`src/rtl/swing_seq_pkg.sv`:
```
// Package: constants, types and register map for the power swing sequencer
package swing_seq_pkg;
  // Timing
  localparam int CLK_HZ = 40000000;
  localparam int TICK_MS = 1;
  localparam int TICK_CYCLES = CLK_HZ / 1000 * TICK_MS;
  localparam int DLY_W = 16;
  localparam int DLY_MAX_MS = 65535;
  // APB register byte addresses
  localparam logic [7:0] ADDR_CTRL = 8'h00;
  localparam logic [7:0] ADDR_PKP1 = 8'h04;
  localparam logic [7:0] ADDR_PKP2 = 8'h08;
  localparam logic [7:0] ADDR_PKP3 = 8'h0C;
  localparam logic [7:0] ADDR_PKP4 = 8'h10;
  localparam logic [7:0] ADDR_RST1 = 8'h14;
  localparam logic [7:0] ADDR_HOLD = 8'h18;
  localparam logic [7:0] ADDR_STAT = 8'h1C;
  localparam logic [7:0] ADDR_IRQ = 8'h20;
  localparam logic [7:0] ADDR_MASK = 8'h24;
  // Control fields
  localparam int CTRL_EN = 0;
  localparam int CTRL_THREE = 1;
  localparam int CTRL_DELAYED = 2;
  localparam logic [2:0] CTRL_RST = 3'h0;
  // Delay reset values in ms
  localparam logic [15:0] PKP_RST = 16'h0000;
  localparam logic [15:0] HOLD_RST = 16'h0000;
  // Interrupt event bits
  localparam int EV_BLOCK = 0;
  localparam int EV_ARM = 1;
  localparam int EV_TRIP = 2;
  localparam int EV_W = 3;
  // Region flags from the impedance comparators
  typedef struct packed {
    logic outer;
    logic middle;
    logic inner;
  } zone_s;
  // Trip sequence states
  typedef enum logic [2:0] {ST_IDLE, ST_S1, ST_S2, ST_ARMED, ST_READY} seq_e;
endpackage : swing_seq_pkg

```
`src/rtl/swing_seq.sv`:
```
// Power swing blocking and out-of-step trip sequencer with APB registers
// Operation
// - Blocking needs locus in outer, outside inner/middle, for pickup delay 1.
// - Pickup delay 1 completion sets the block latch driving block output.
// - Leaving outer starts reset delay 1; latch clears at its expiry.
// - The same first-stage qualification starts the trip sequence.
// - Three-step only: between middle and inner for pickup delay 2.
// - Inside inner for pickup delay 3 arms the trip.
// - Delayed mode: outside inner, inside outer, for pickup delay 4.
// - Delayed mode: trip when locus leaves outer once ready.
// - Trip output held for the seal-in period after each trip.
// - Early mode: trip immediately when the final stage completes.
// - Trip inhibit affects trip only; blocking keeps working.
// - Inhibit forces trip low but sequence keeps advancing.
// - Two-step skips delay 2; first stage uses outer and inner.
// - Trip sequence latches clear whenever locus exits outer.
// - Delays programmable 0 to 65.535 s in 1 ms steps.
// - Function disable clears and holds block and trip outputs inactive; irq still follows the sticky events.
//
// The APB interface to the registers and the placing of the registers were chosen for this implementation.
`timescale 1ns/10ps
`default_nettype none
module swing_seq
  import swing_seq_pkg::*;
#(
  parameter int TICK_DIV = TICK_CYCLES
)
(
  // Clock and reset
  input wire logic clk,
  input wire logic sys_rst,
  // APB slave
  input wire logic psel,
  input wire logic penable,
  input wire logic pwrite,
  input wire logic [7:0] paddr,
  input wire logic [31:0] pwdata,
  output logic [31:0] prdata,
  output logic pready,
  output logic pslverr,
  // Region flags, asynchronous to this clock
  input wire swing_seq_pkg::zone_s zone_in,
  // Trip inhibit, asynchronous
  input wire logic trip_inhibit_input,
  // Element outputs
  output logic swing_block,
  output logic oos_trip,
  output logic irq
);
  import swing_seq_pkg::*;

  // Input synchronisers: first stage feeds only the second
  zone_s zone_m_r, zone_r;
  logic inh_m_r, inh_r;
  always_ff @(posedge clk or posedge sys_rst)
  begin
    if (sys_rst)
    begin
      zone_m_r <= '0;
      zone_r <= '0;
      inh_m_r <= 1'b0;
      inh_r <= 1'b0;
    end
    else
    begin
      zone_m_r <= zone_in;
      zone_r <= zone_m_r;
      inh_m_r <= trip_inhibit_input;
      inh_r <= inh_m_r;
    end
  end

  // Registers
  logic [2:0] ctrl_r, ctrl_nxt;
  logic [DLY_W-1:0] pkp_r [4];
  logic [DLY_W-1:0] pkp_nxt [4];
  logic [DLY_W-1:0] rst1_r, rst1_nxt, hold_r, hold_nxt;
  logic [EV_W-1:0] ev_r, ev_nxt, mask_r, mask_nxt;
  logic [31:0] prdata_nxt;
  logic pready_nxt, pslverr_nxt;
  logic [EV_W-1:0] ev_set;
  logic wr, rd;
  assign wr = psel && penable && pwrite && !pready;
  assign rd = psel && penable && !pwrite && !pready;

  // Register writes, reads and sticky events; set wins over clear-on-read
  always_comb
  begin
    ctrl_nxt = ctrl_r;
    pkp_nxt = pkp_r;
    rst1_nxt = rst1_r;
    hold_nxt = hold_r;
    mask_nxt = mask_r;
    ev_nxt = ev_r;
    prdata_nxt = prdata;
    pready_nxt = psel && penable && !pready;
    pslverr_nxt = 1'b0;
    if (wr || rd)
    begin
      pslverr_nxt = 1'b0;
      prdata_nxt = 32'h0000_0000;
      case (paddr)
        ADDR_CTRL: begin if (wr) ctrl_nxt = pwdata[2:0]; prdata_nxt[2:0] = ctrl_r; end
        ADDR_PKP1: begin if (wr) pkp_nxt[0] = pwdata[15:0]; prdata_nxt[15:0] = pkp_r[0]; end
        ADDR_PKP2: begin if (wr) pkp_nxt[1] = pwdata[15:0]; prdata_nxt[15:0] = pkp_r[1]; end
        ADDR_PKP3: begin if (wr) pkp_nxt[2] = pwdata[15:0]; prdata_nxt[15:0] = pkp_r[2]; end
        ADDR_PKP4: begin if (wr) pkp_nxt[3] = pwdata[15:0]; prdata_nxt[15:0] = pkp_r[3]; end
        ADDR_RST1: begin if (wr) rst1_nxt = pwdata[15:0]; prdata_nxt[15:0] = rst1_r; end
        ADDR_HOLD: begin if (wr) hold_nxt = pwdata[15:0]; prdata_nxt[15:0] = hold_r; end
        ADDR_STAT: prdata_nxt[1:0] = {oos_trip, swing_block};
        ADDR_IRQ: begin prdata_nxt[EV_W-1:0] = ev_r; if (rd) ev_nxt = '0; end
        ADDR_MASK: begin if (wr) mask_nxt = pwdata[EV_W-1:0]; prdata_nxt[EV_W-1:0] = mask_r; end
        default: pslverr_nxt = 1'b1;
      endcase
    end
    ev_nxt = ev_nxt | ev_set;
  end

  always_ff @(posedge clk or posedge sys_rst)
  begin
    if (sys_rst)
    begin
      ctrl_r <= CTRL_RST;
      for (int i = 0; i < 4; i++) pkp_r[i] <= PKP_RST;
      rst1_r <= PKP_RST;
      hold_r <= HOLD_RST;
      mask_r <= '0;
      ev_r <= '0;
      prdata <= 32'h0000_0000;
      pready <= 1'b0;
      pslverr <= 1'b0;
    end
    else
    begin
      ctrl_r <= ctrl_nxt;
      pkp_r <= pkp_nxt;
      rst1_r <= rst1_nxt;
      hold_r <= hold_nxt;
      mask_r <= mask_nxt;
      ev_r <= ev_nxt;
      prdata <= prdata_nxt;
      pready <= pready_nxt;
      pslverr <= pslverr_nxt;
    end
  end

  // Millisecond tick
  logic [31:0] div_r, div_nxt;
  logic tick;
  assign tick = (div_r == 32'(TICK_DIV - 1));
  always_comb
  begin
    div_nxt = tick ? 32'h0000_0000 : div_r + 32'h0000_0001;
  end

  // Element qualification terms
  logic en, three, delayed, in_o, in_m, in_i, reg1;
  assign en = ctrl_r[CTRL_EN];
  assign three = ctrl_r[CTRL_THREE];
  assign delayed = ctrl_r[CTRL_DELAYED];
  assign in_o = zone_r.outer;
  assign in_m = zone_r.middle;
  assign in_i = zone_r.inner;
  assign reg1 = in_o && (three ? !in_m : !in_i);

  // Timers: pickup 1..4, reset delay 1 and seal-in, counting ms ticks
  seq_e st_r, st_nxt;
  logic blk_r, blk_nxt, seal_r, seal_nxt, trip_nxt, trip_ev;
  logic [DLY_W:0] t_r [6];
  logic [DLY_W:0] t_nxt [6];
  logic [5:0] t_run;
  logic [DLY_W-1:0] t_lim [6];
  logic [5:0] t_done;
  assign t_lim[0] = pkp_r[0];
  assign t_lim[1] = pkp_r[1];
  assign t_lim[2] = pkp_r[2];
  assign t_lim[3] = pkp_r[3];
  assign t_lim[4] = rst1_r;
  assign t_lim[5] = hold_r;
  // Qualifying conditions per timer
  assign t_run[0] = en && reg1;
  assign t_run[1] = en && st_r == ST_S1 && in_m && !in_i;
  assign t_run[2] = en && (st_r == ST_S2 || (st_r == ST_S1 && !three)) && in_i;
  assign t_run[3] = en && st_r == ST_ARMED && delayed && in_o && !in_i;
  assign t_run[4] = en && blk_r && !in_o;
  // Seal-in counts only while its flag is set, so a trip between ticks still holds
  assign t_run[5] = en && seal_r;

  genvar g;
  generate
    for (g = 0; g < 6; g++)
    begin : g_tmr
      assign t_done[g] = t_run[g] && (t_r[g][DLY_W-1:0] >= t_lim[g]);
      always_comb
      begin
        if (!t_run[g] || (g == 5 && trip_ev))
          t_nxt[g] = '0;
        else if (tick && !t_done[g])
          t_nxt[g] = t_r[g] + 17'h00001;
        else
          t_nxt[g] = t_r[g];
      end
      always_ff @(posedge clk or posedge sys_rst)
      begin
        if (sys_rst)
          t_r[g] <= '0;
        else
          t_r[g] <= t_nxt[g];
      end
    end
  endgenerate

  // Blocking latch and trip sequence
  always_comb
  begin
    blk_nxt = blk_r;
    st_nxt = st_r;
    trip_ev = 1'b0;
    // blocking after pickup delay 1 in region
    if (t_done[0])
      blk_nxt = 1'b1;
    // clear when reset delay 1 expires or when the function is disabled
    if (t_done[4])
      blk_nxt = 1'b0;
    case (st_r)
      ST_IDLE: if (t_done[0]) st_nxt = ST_S1;
      ST_S1:
      begin
        if (three && t_done[1])
          st_nxt = ST_S2;
        // two-step goes straight to inner timing
        else if (!three && t_done[2])
          st_nxt = ST_ARMED;
      end
      ST_S2: if (t_done[2]) st_nxt = ST_ARMED;
      ST_ARMED:
      begin
        if (!delayed)
        begin
          trip_ev = 1'b1;
          st_nxt = ST_IDLE;
        end
        // delayed mode needs pickup delay 4
        else if (t_done[3])
          st_nxt = ST_READY;
      end
      ST_READY:
      begin
        if (!in_o)
        begin
          trip_ev = 1'b1;
          st_nxt = ST_IDLE;
        end
      end
      default: st_nxt = ST_IDLE;
    endcase
    if (!in_o && st_r != ST_READY)
      st_nxt = ST_IDLE;
    if (!en)
    begin
      blk_nxt = 1'b0;
      st_nxt = ST_IDLE;
      trip_ev = 1'b0;
    end
    // seal-in holds trip; inhibit masks output only
    seal_nxt = en && (trip_ev || (seal_r && !t_done[5]));
    trip_nxt = en && !inh_r && (trip_ev || (seal_r && !t_done[5]));
  end

  assign ev_set = {trip_ev, st_nxt == ST_ARMED && st_r != ST_ARMED, blk_nxt && !blk_r};

  // reset clears timers, latches and outputs
  always_ff @(posedge clk or posedge sys_rst)
  begin
    if (sys_rst)
    begin
      div_r <= 32'h0000_0000;
      st_r <= ST_IDLE;
      blk_r <= 1'b0;
      seal_r <= 1'b0;
      swing_block <= 1'b0;
      oos_trip <= 1'b0;
      irq <= 1'b0;
    end
    else
    begin
      div_r <= div_nxt;
      st_r <= st_nxt;
      blk_r <= blk_nxt;
      seal_r <= seal_nxt;
      swing_block <= blk_nxt;
      oos_trip <= trip_nxt;
      irq <= |(ev_nxt & mask_r);
    end
  end
endmodule : swing_seq
`default_nettype wire

```
`config.mk`:
```
export PLATFORM = sky130hd
export DESIGN_NAME = swing_seq
export DESIGN_NICKNAME = d
export VERILOG_FILES = /design/src/rtl/swing_seq_pkg.sv /design/src/rtl/swing_seq.sv
export SDC_FILE = /design/constraint.sdc
export NUM_CORES = 1
export LEC_CHECK = 0
export BUFFER_PORTS_ARGS = -buffer_cell sky130_fd_sc_hd__buf_4
export CORE_MARGIN = 2
export CORE_UTILIZATION = 65
export DETAILED_ROUTE_END_ITERATION = 8
export GPL_TIMING_DRIVEN = 0
export PLACE_DENSITY = 0.84
export SLEW_MARGIN = 10
export SYNTH_ARGS = -nofsm -noshare
export SYNTH_HDL_FRONTEND = slang
export SYNTH_SLANG_ARGS = --single-unit
export TNS_END_PERCENT = 5
```
`constraint.sdc`:
```
create_clock -name clk -period 13.9 [get_ports clk]
set_input_delay 0.695 -clock clk [delete_from_list [all_inputs] [get_ports clk]]
set_output_delay 0.695 -clock clk [all_outputs]
set_load 0.02 [all_outputs]
```
-- Word level (Yosys, flattened, before mapping)
Index checks and enable logic that the tools add are counted.
- bits in registers: 272
- output and inout bits: 37
- logic and storage cells: 182
- add/subtract/negate cells: 7
- order comparisons: 6
- equality and inequality tests: 22
- mux-type cells: 39
- bitwise gates (word level): 2
- reduce and logical (&&, ||, !) cells: 74
- operator list (operator ; count):
    $mux 17 ; 12
    $add 17x1->17 const B ; 6
    $ge 16x16->1 ; 6
    $pmux 13 s6 ; 1
    $logic_and 1x1->1 ; 42
    $mux 3 ; 12
    $add 32x1->32 const B ; 1
    $eq 32x16->1 const B ; 1
    $eq 8x5->1 const B ; 4
    $mux 32 ; 1
    $reduce_and 3->1 ; 8
    $pmux 2 s10 ; 1
    $eq 8x4->1 const B ; 2
    $eq 8x6->1 const B ; 2
    $logic_not 1->1 ; 15
    $pmux 3 s5 ; 1
    $ne 2x1->1 const B ; 5
    $reduce_or 10->1 ; 1
    $eq 3x2->1 const B ; 3
    $mux 1 ; 9
    $pmux 1 s9 ; 1
    $eq 8x3->1 const B ; 1
    $logic_not 8->1 ; 1
    $logic_or 1x1->1 ; 4
    10 further kinds ; 10

-- Depth between registers and ports, before layout
- word-level depth: 17
- mapped depth: 11

-- Worst setup path after synthesis
No wires, ideal clock.
- path type: register to register
- from: register pkp_r[21] (netlist bit)
- to: register t_r[56] (netlist bit)
- setup time: 120 ps
- data arrival time: 2564 ps
- required time: 13780 ps
- setup slack: 11215 ps
- stages on the path, launching flop included: 12
- buffers on the path: 1
- clock period less this slack: 2685 ps
- path through: dfrtp_1 -> inv_1 -> ha_1 -> a21o_1 -> a221oi_1 -> o21ai_0 -> a21o_1 -> a2111oi_4 -> and4_1 -> buf_6 -> a31oi_1 -> a41o_1
- cells in the longest elaborated chain, start to end: 5
- ends and longest elaborated chain (element ; RTL line ; source):
    from (decl) ; swing_seq.sv:75 ; logic [DLY_W-1:0] pkp_r [4];
    from (signal assigned) ; swing_seq.sv:136 ; pkp_r <= pkp_nxt;
    $ge 16x16->1 ; swing_seq.sv:193 ; assign t_done[g] = t_run[g] && (t_r[g][DLY_W-1:0] >= t_lim[g]);
    $logic_and 1x1->1 ; swing_seq.sv:193 ;
    $logic_not 1->1 ; swing_seq.sv:198 ; else if (tick && !t_done[g])
    $logic_and 1x1->1 ; swing_seq.sv:198 ;
    $ne 2x1->1 (no source line) ; - ;
    to (signal, indexed assignment) ; swing_seq.sv:208 ; t_r[g] <= t_nxt[g];
    to (decl) ; swing_seq.sv:169 ; logic [DLY_W:0] t_r [6];
Every way passes these cells.
A chain may end at the register's enable or synchronous reset.

-- Worst setup path in the final report
- from: register div_r[29]
- to: register t_r[14] (netlist bit)
- cells in the longest elaborated chain, start to end: 3
- ends and longest elaborated chain (element ; RTL line ; source):
    from (decl) ; swing_seq.sv:148 ; logic [31:0] div_r, div_nxt;
    from (signal assigned) ; swing_seq.sv:287 ; div_r <= div_nxt;
    $eq 32x16->1 ; swing_seq.sv:150 ; assign tick = (div_r == 32'(TICK_DIV - 1));
    $logic_and 1x1->1 ; swing_seq.sv:198 ;
    $reduce_bool 2->1 (no source line) ; - ;
Every way passes these cells.

==> impl_metrics.py <==
metrics = {
    "run_status": {
        "status": "completed",
    },
    "placed_design": {
        "routabilityCongestion": 0.994,
        "hpwl_um": 27700,
        "io_buffers": 52,
        "place_inst": 1808,
        "dpl_cell_area_um2": 15400,
    },
    "floorplanning": {
        "coreArea_um2": 21900,
        "io_pins": 86,
        "die-area_um2": 23600,
        "die_w_um": 154,
        "initial_core_util_pct": 66.4,
        "die_y_um": 154,
        "row_count": 54,
    },
    "clock_tree": {
        "h-tree-depth": 1,
        "cts.sinks": 266,
        "numCtsBuffers": 28,
        "clockBufferDepth": 3,
        "clk-insertion-delay-late_ps": 550,
        "postCtsSetupBuffers": 0,
        "clock-root-buffer": "clkbuf_16",
        "cts.repair.resized": 0,
        "clk_pin_slew_ps": 60,
        "hold_buffers": 0,
        "cts_tree": "built",
    },
    "setup_path": {
        "crit_path_start_kind": "register",
        "slowest_stage": "a311oi_2",
        "endpoint_kind": "register",
        "worstPathArrival_ps": 3680,
        "path_cells": "nor4_1 > nand4_1 > nor3_1 > buf_2 > o221ai_1 > a311oi_2 > nand3_1 > xor2_1 > nor2_1",
        "max_stage_delay_ps": 520,
        "critical_path.max_fanout": 10,
        "worstPathRequired_ps": 14310,
        "path_class": "reg -> reg",
    },
    "finish": {
        "multi_input_area_um2": 7220,
        "final_area_um2": 16300,
        "syn2layout_area_growth_pct": 11.9,
        "fin_util_pct": 74.4,
        "insertedDiodeCount": 0,
        "final_nets": 1710,
        "fin_cells": 1855,
        "layout-drive-gt1-share_pct": 13.3,
        "register_area_um2": 6660,
        "fillers": 1519,
    },
    "timing": {
        "max_clock_freq_mhz": 306,
        "setup_violations": 0,
        "fin_tns_setup_ps": 0,
        "min_period_over_period_pct": 23.5,
        "worst_pin_slew_ps": 1020,
        "relSlewSlack_pct": 31.6,
        "slew_viol_final": 0,
        "rsz0062_at_grt": "no",
        "fin_crit_ps": 3270,
        "fin_worst_skew_ps": 15.5,
        "finalHoldViolCount": 0,
    },
    "routing": {
        "vias": 11667,
        "finalWirelength_um": 38200,
        "routedWlPerCell_um": 20.6,
        "drt-initial-drc-count": 1163,
        "route.detailed.drc": 0,
        "dr.pass1.iters": 7,
        "viasPerCell": 6.29,
        "ant_nets": 0,
    },
    "grt": {
        "grt_pass1_wl_um": 60900,
        "grt_antenna_before_repair": 0,
        "grt_max_degree": 98,
        "track_usage_pct": 32.5,
        "grt_overflow": 0,
        "first_global_vias": 11435,
    },
    "power": {
        "vdd.ir_drop.worst_mv": 0.104,
        "power_mw": 1.61,
        "p_per_area_nw_per_um2": 99.2,
        "total_leakage_power_nw": 7.46,
    },
    "synth": {
        "synth_edf_count": 0,
        "synth_seq_cells": 266,
        "synth_cells": 1459,
        "ys_warn_count": 0,
        "async_flop_share_pct": 100,
        "synth_area_leaders": "dfrtp_1 46%, ha_1 8.9%, mux2_2 5.6%",
        "ys_types": 73,
        "yosys.area.top_type": "dfrtp_1",
        "yosysSeqAreaShare_pct": 45.8,
        "synth_top_area_share_pct": 45.8,
        "syn_area_um2": 14500,
        "syn_avg_cell_area_um2": 9.97,
        "synth_flop_cell": "dfrtp_1",
    },
    "min_path": {
        "hold_class": "in -> async",
    },
    "flow_run": {
        "drv_cap": 0,
    },
}
==> cells in the mapped netlist (3+ instances only) <==
cell type / number
o2111ai_1: 3
nor3_1: 17
xor2_1: 58
nor3b_1: 4
a221oi_1: 7
mux2_2: 72
nor2b_1: 5
a21o_1: 21
clkbuf_1: 35
nand2_1: 127
nand3_1: 44
o211ai_1: 4
nor4_1: 15
a22oi_1: 15
a222oi_1: 14
ha_1: 103
mux2i_1: 11
a31oi_1: 19
or3_1: 11
xnor2_1: 47
dfrtp_1: 266
nand2b_1: 8
and4_1: 4
a41o_1: 5
or2_2: 5
and3_1: 31
nor3_2: 4
nand4_1: 39
buf_4: 16
o21ai_0: 72
o21a_1: 7
and2_1: 3
nor2_1: 150
a211oi_1: 12
a22o_1: 6
a21oi_1: 37
inv_1: 114
buf_6: 3
==> logic make-up after synthesis <==
kind of cell	count (synthesis)	share of synthesized area [%]
AND/OR/NAND/NOR	483	16.0
flip-flops	266	45.8
AO/OA/AOI/OAI	246	11.7
buffers and inverters	172	5.02
XOR/XNOR	105	6.32
adder cells (fa/ha/maj)	103	8.86
multiplexers	83	6.33
other	1	0.0258
==> final timing paths <==
path                        startpoint          end  slack, ps  depth (start not counted)
setup reg to reg             div_r[29]      t_r[14]      10630                          9
min in group clk            zone_in[2]  zone_m_r[2]        260                          1
hold / removal                 sys_rst      t_r[13]        230                          2
setup / recovery             div_r[29]      t_r[14]      10630                          9
max in group asynchronous      sys_rst      t_r[80]      12410                          4
hold reg to reg            zone_m_r[2]         in_o        360                          0
==> per-stage QoR <==
stage / setup slack (ps) / hold slack [ps]
2_1_floorplan: 5880 / 331
3_3_place_gp: 3230 / 335
3_5_place_dp: 10690 / 338
4_1_cts: 10680 / 245
5_1_grt: 10430 / 256
6_report: 10630 / 226
==> critical path: cells and delay by family (launching register included) <==
kind,cells,cell delay (ps)
buffers and inverters,1,430
flip-flops,1,450
XOR/XNOR,1,210
AND/OR/NAND/NOR,5,1310
AO/OA/AOI/OAI,2,730
==> power by group <==
part,total [mW],internal [mW],switching [mW]
Combinational,0.0977,0.0332,0.0645
Clock,0.718,0.419,0.298
Sequential,0.799,0.788,0.0114
Total,1.61,1.24,0.374
==> cells in the final DEF (no fill, tap or decap), drive strengths merged, types with 16 or more instances in the layout <==
cell and n:
dfrtp 266, nor2 151, nand2 127, inv 114, ha 103, clkbuf 78
buf 76, o21ai 73, mux2 72, xor2 58, xnor2 47, nand3 44
nand4 39, a21oi 37, and3 31, a21o 21, nor3 21, a31oi 19
nor4 18, conb 16
==> layer usage <==
| layer | vias to the layer above | GRT usage, % | wire (um) |
|---|---|---|---|
| li1 | 5314 | - | - |
| met1 | 5706 | 43.0 | 15400 |
| met2 | 524 | 53.9 | 18200 |
| met3 | 123 | 4.99 | 2690 |
| met4 | 0 | 13.4 | 2000 |
| met5 | - | 0 | 0 |
==> final cells by class <==
cell class	instances	area share (%)
sequential	266	40.9
clock buffer	43	5.27
tap	280	2.15
inverter	115	2.70
clock inverter	4	0.123
buffer	57	1.84
multi-input combinational	1036	44.3
timing repair buffer	54	2.74
==> sequential cells by signal, indices dropped and copies added, names as in the netlist, 3 cells and up <==
name	cells
zone_m_r	3
hold_r	16
prdata	16
st_r	3
pkp_r	64
mask_r	3
div_r	32
rst1_r	16
t_r	96
ev_r	3
ctrl_r	3
Note: power is estimated with default switching activity, not from simulation.
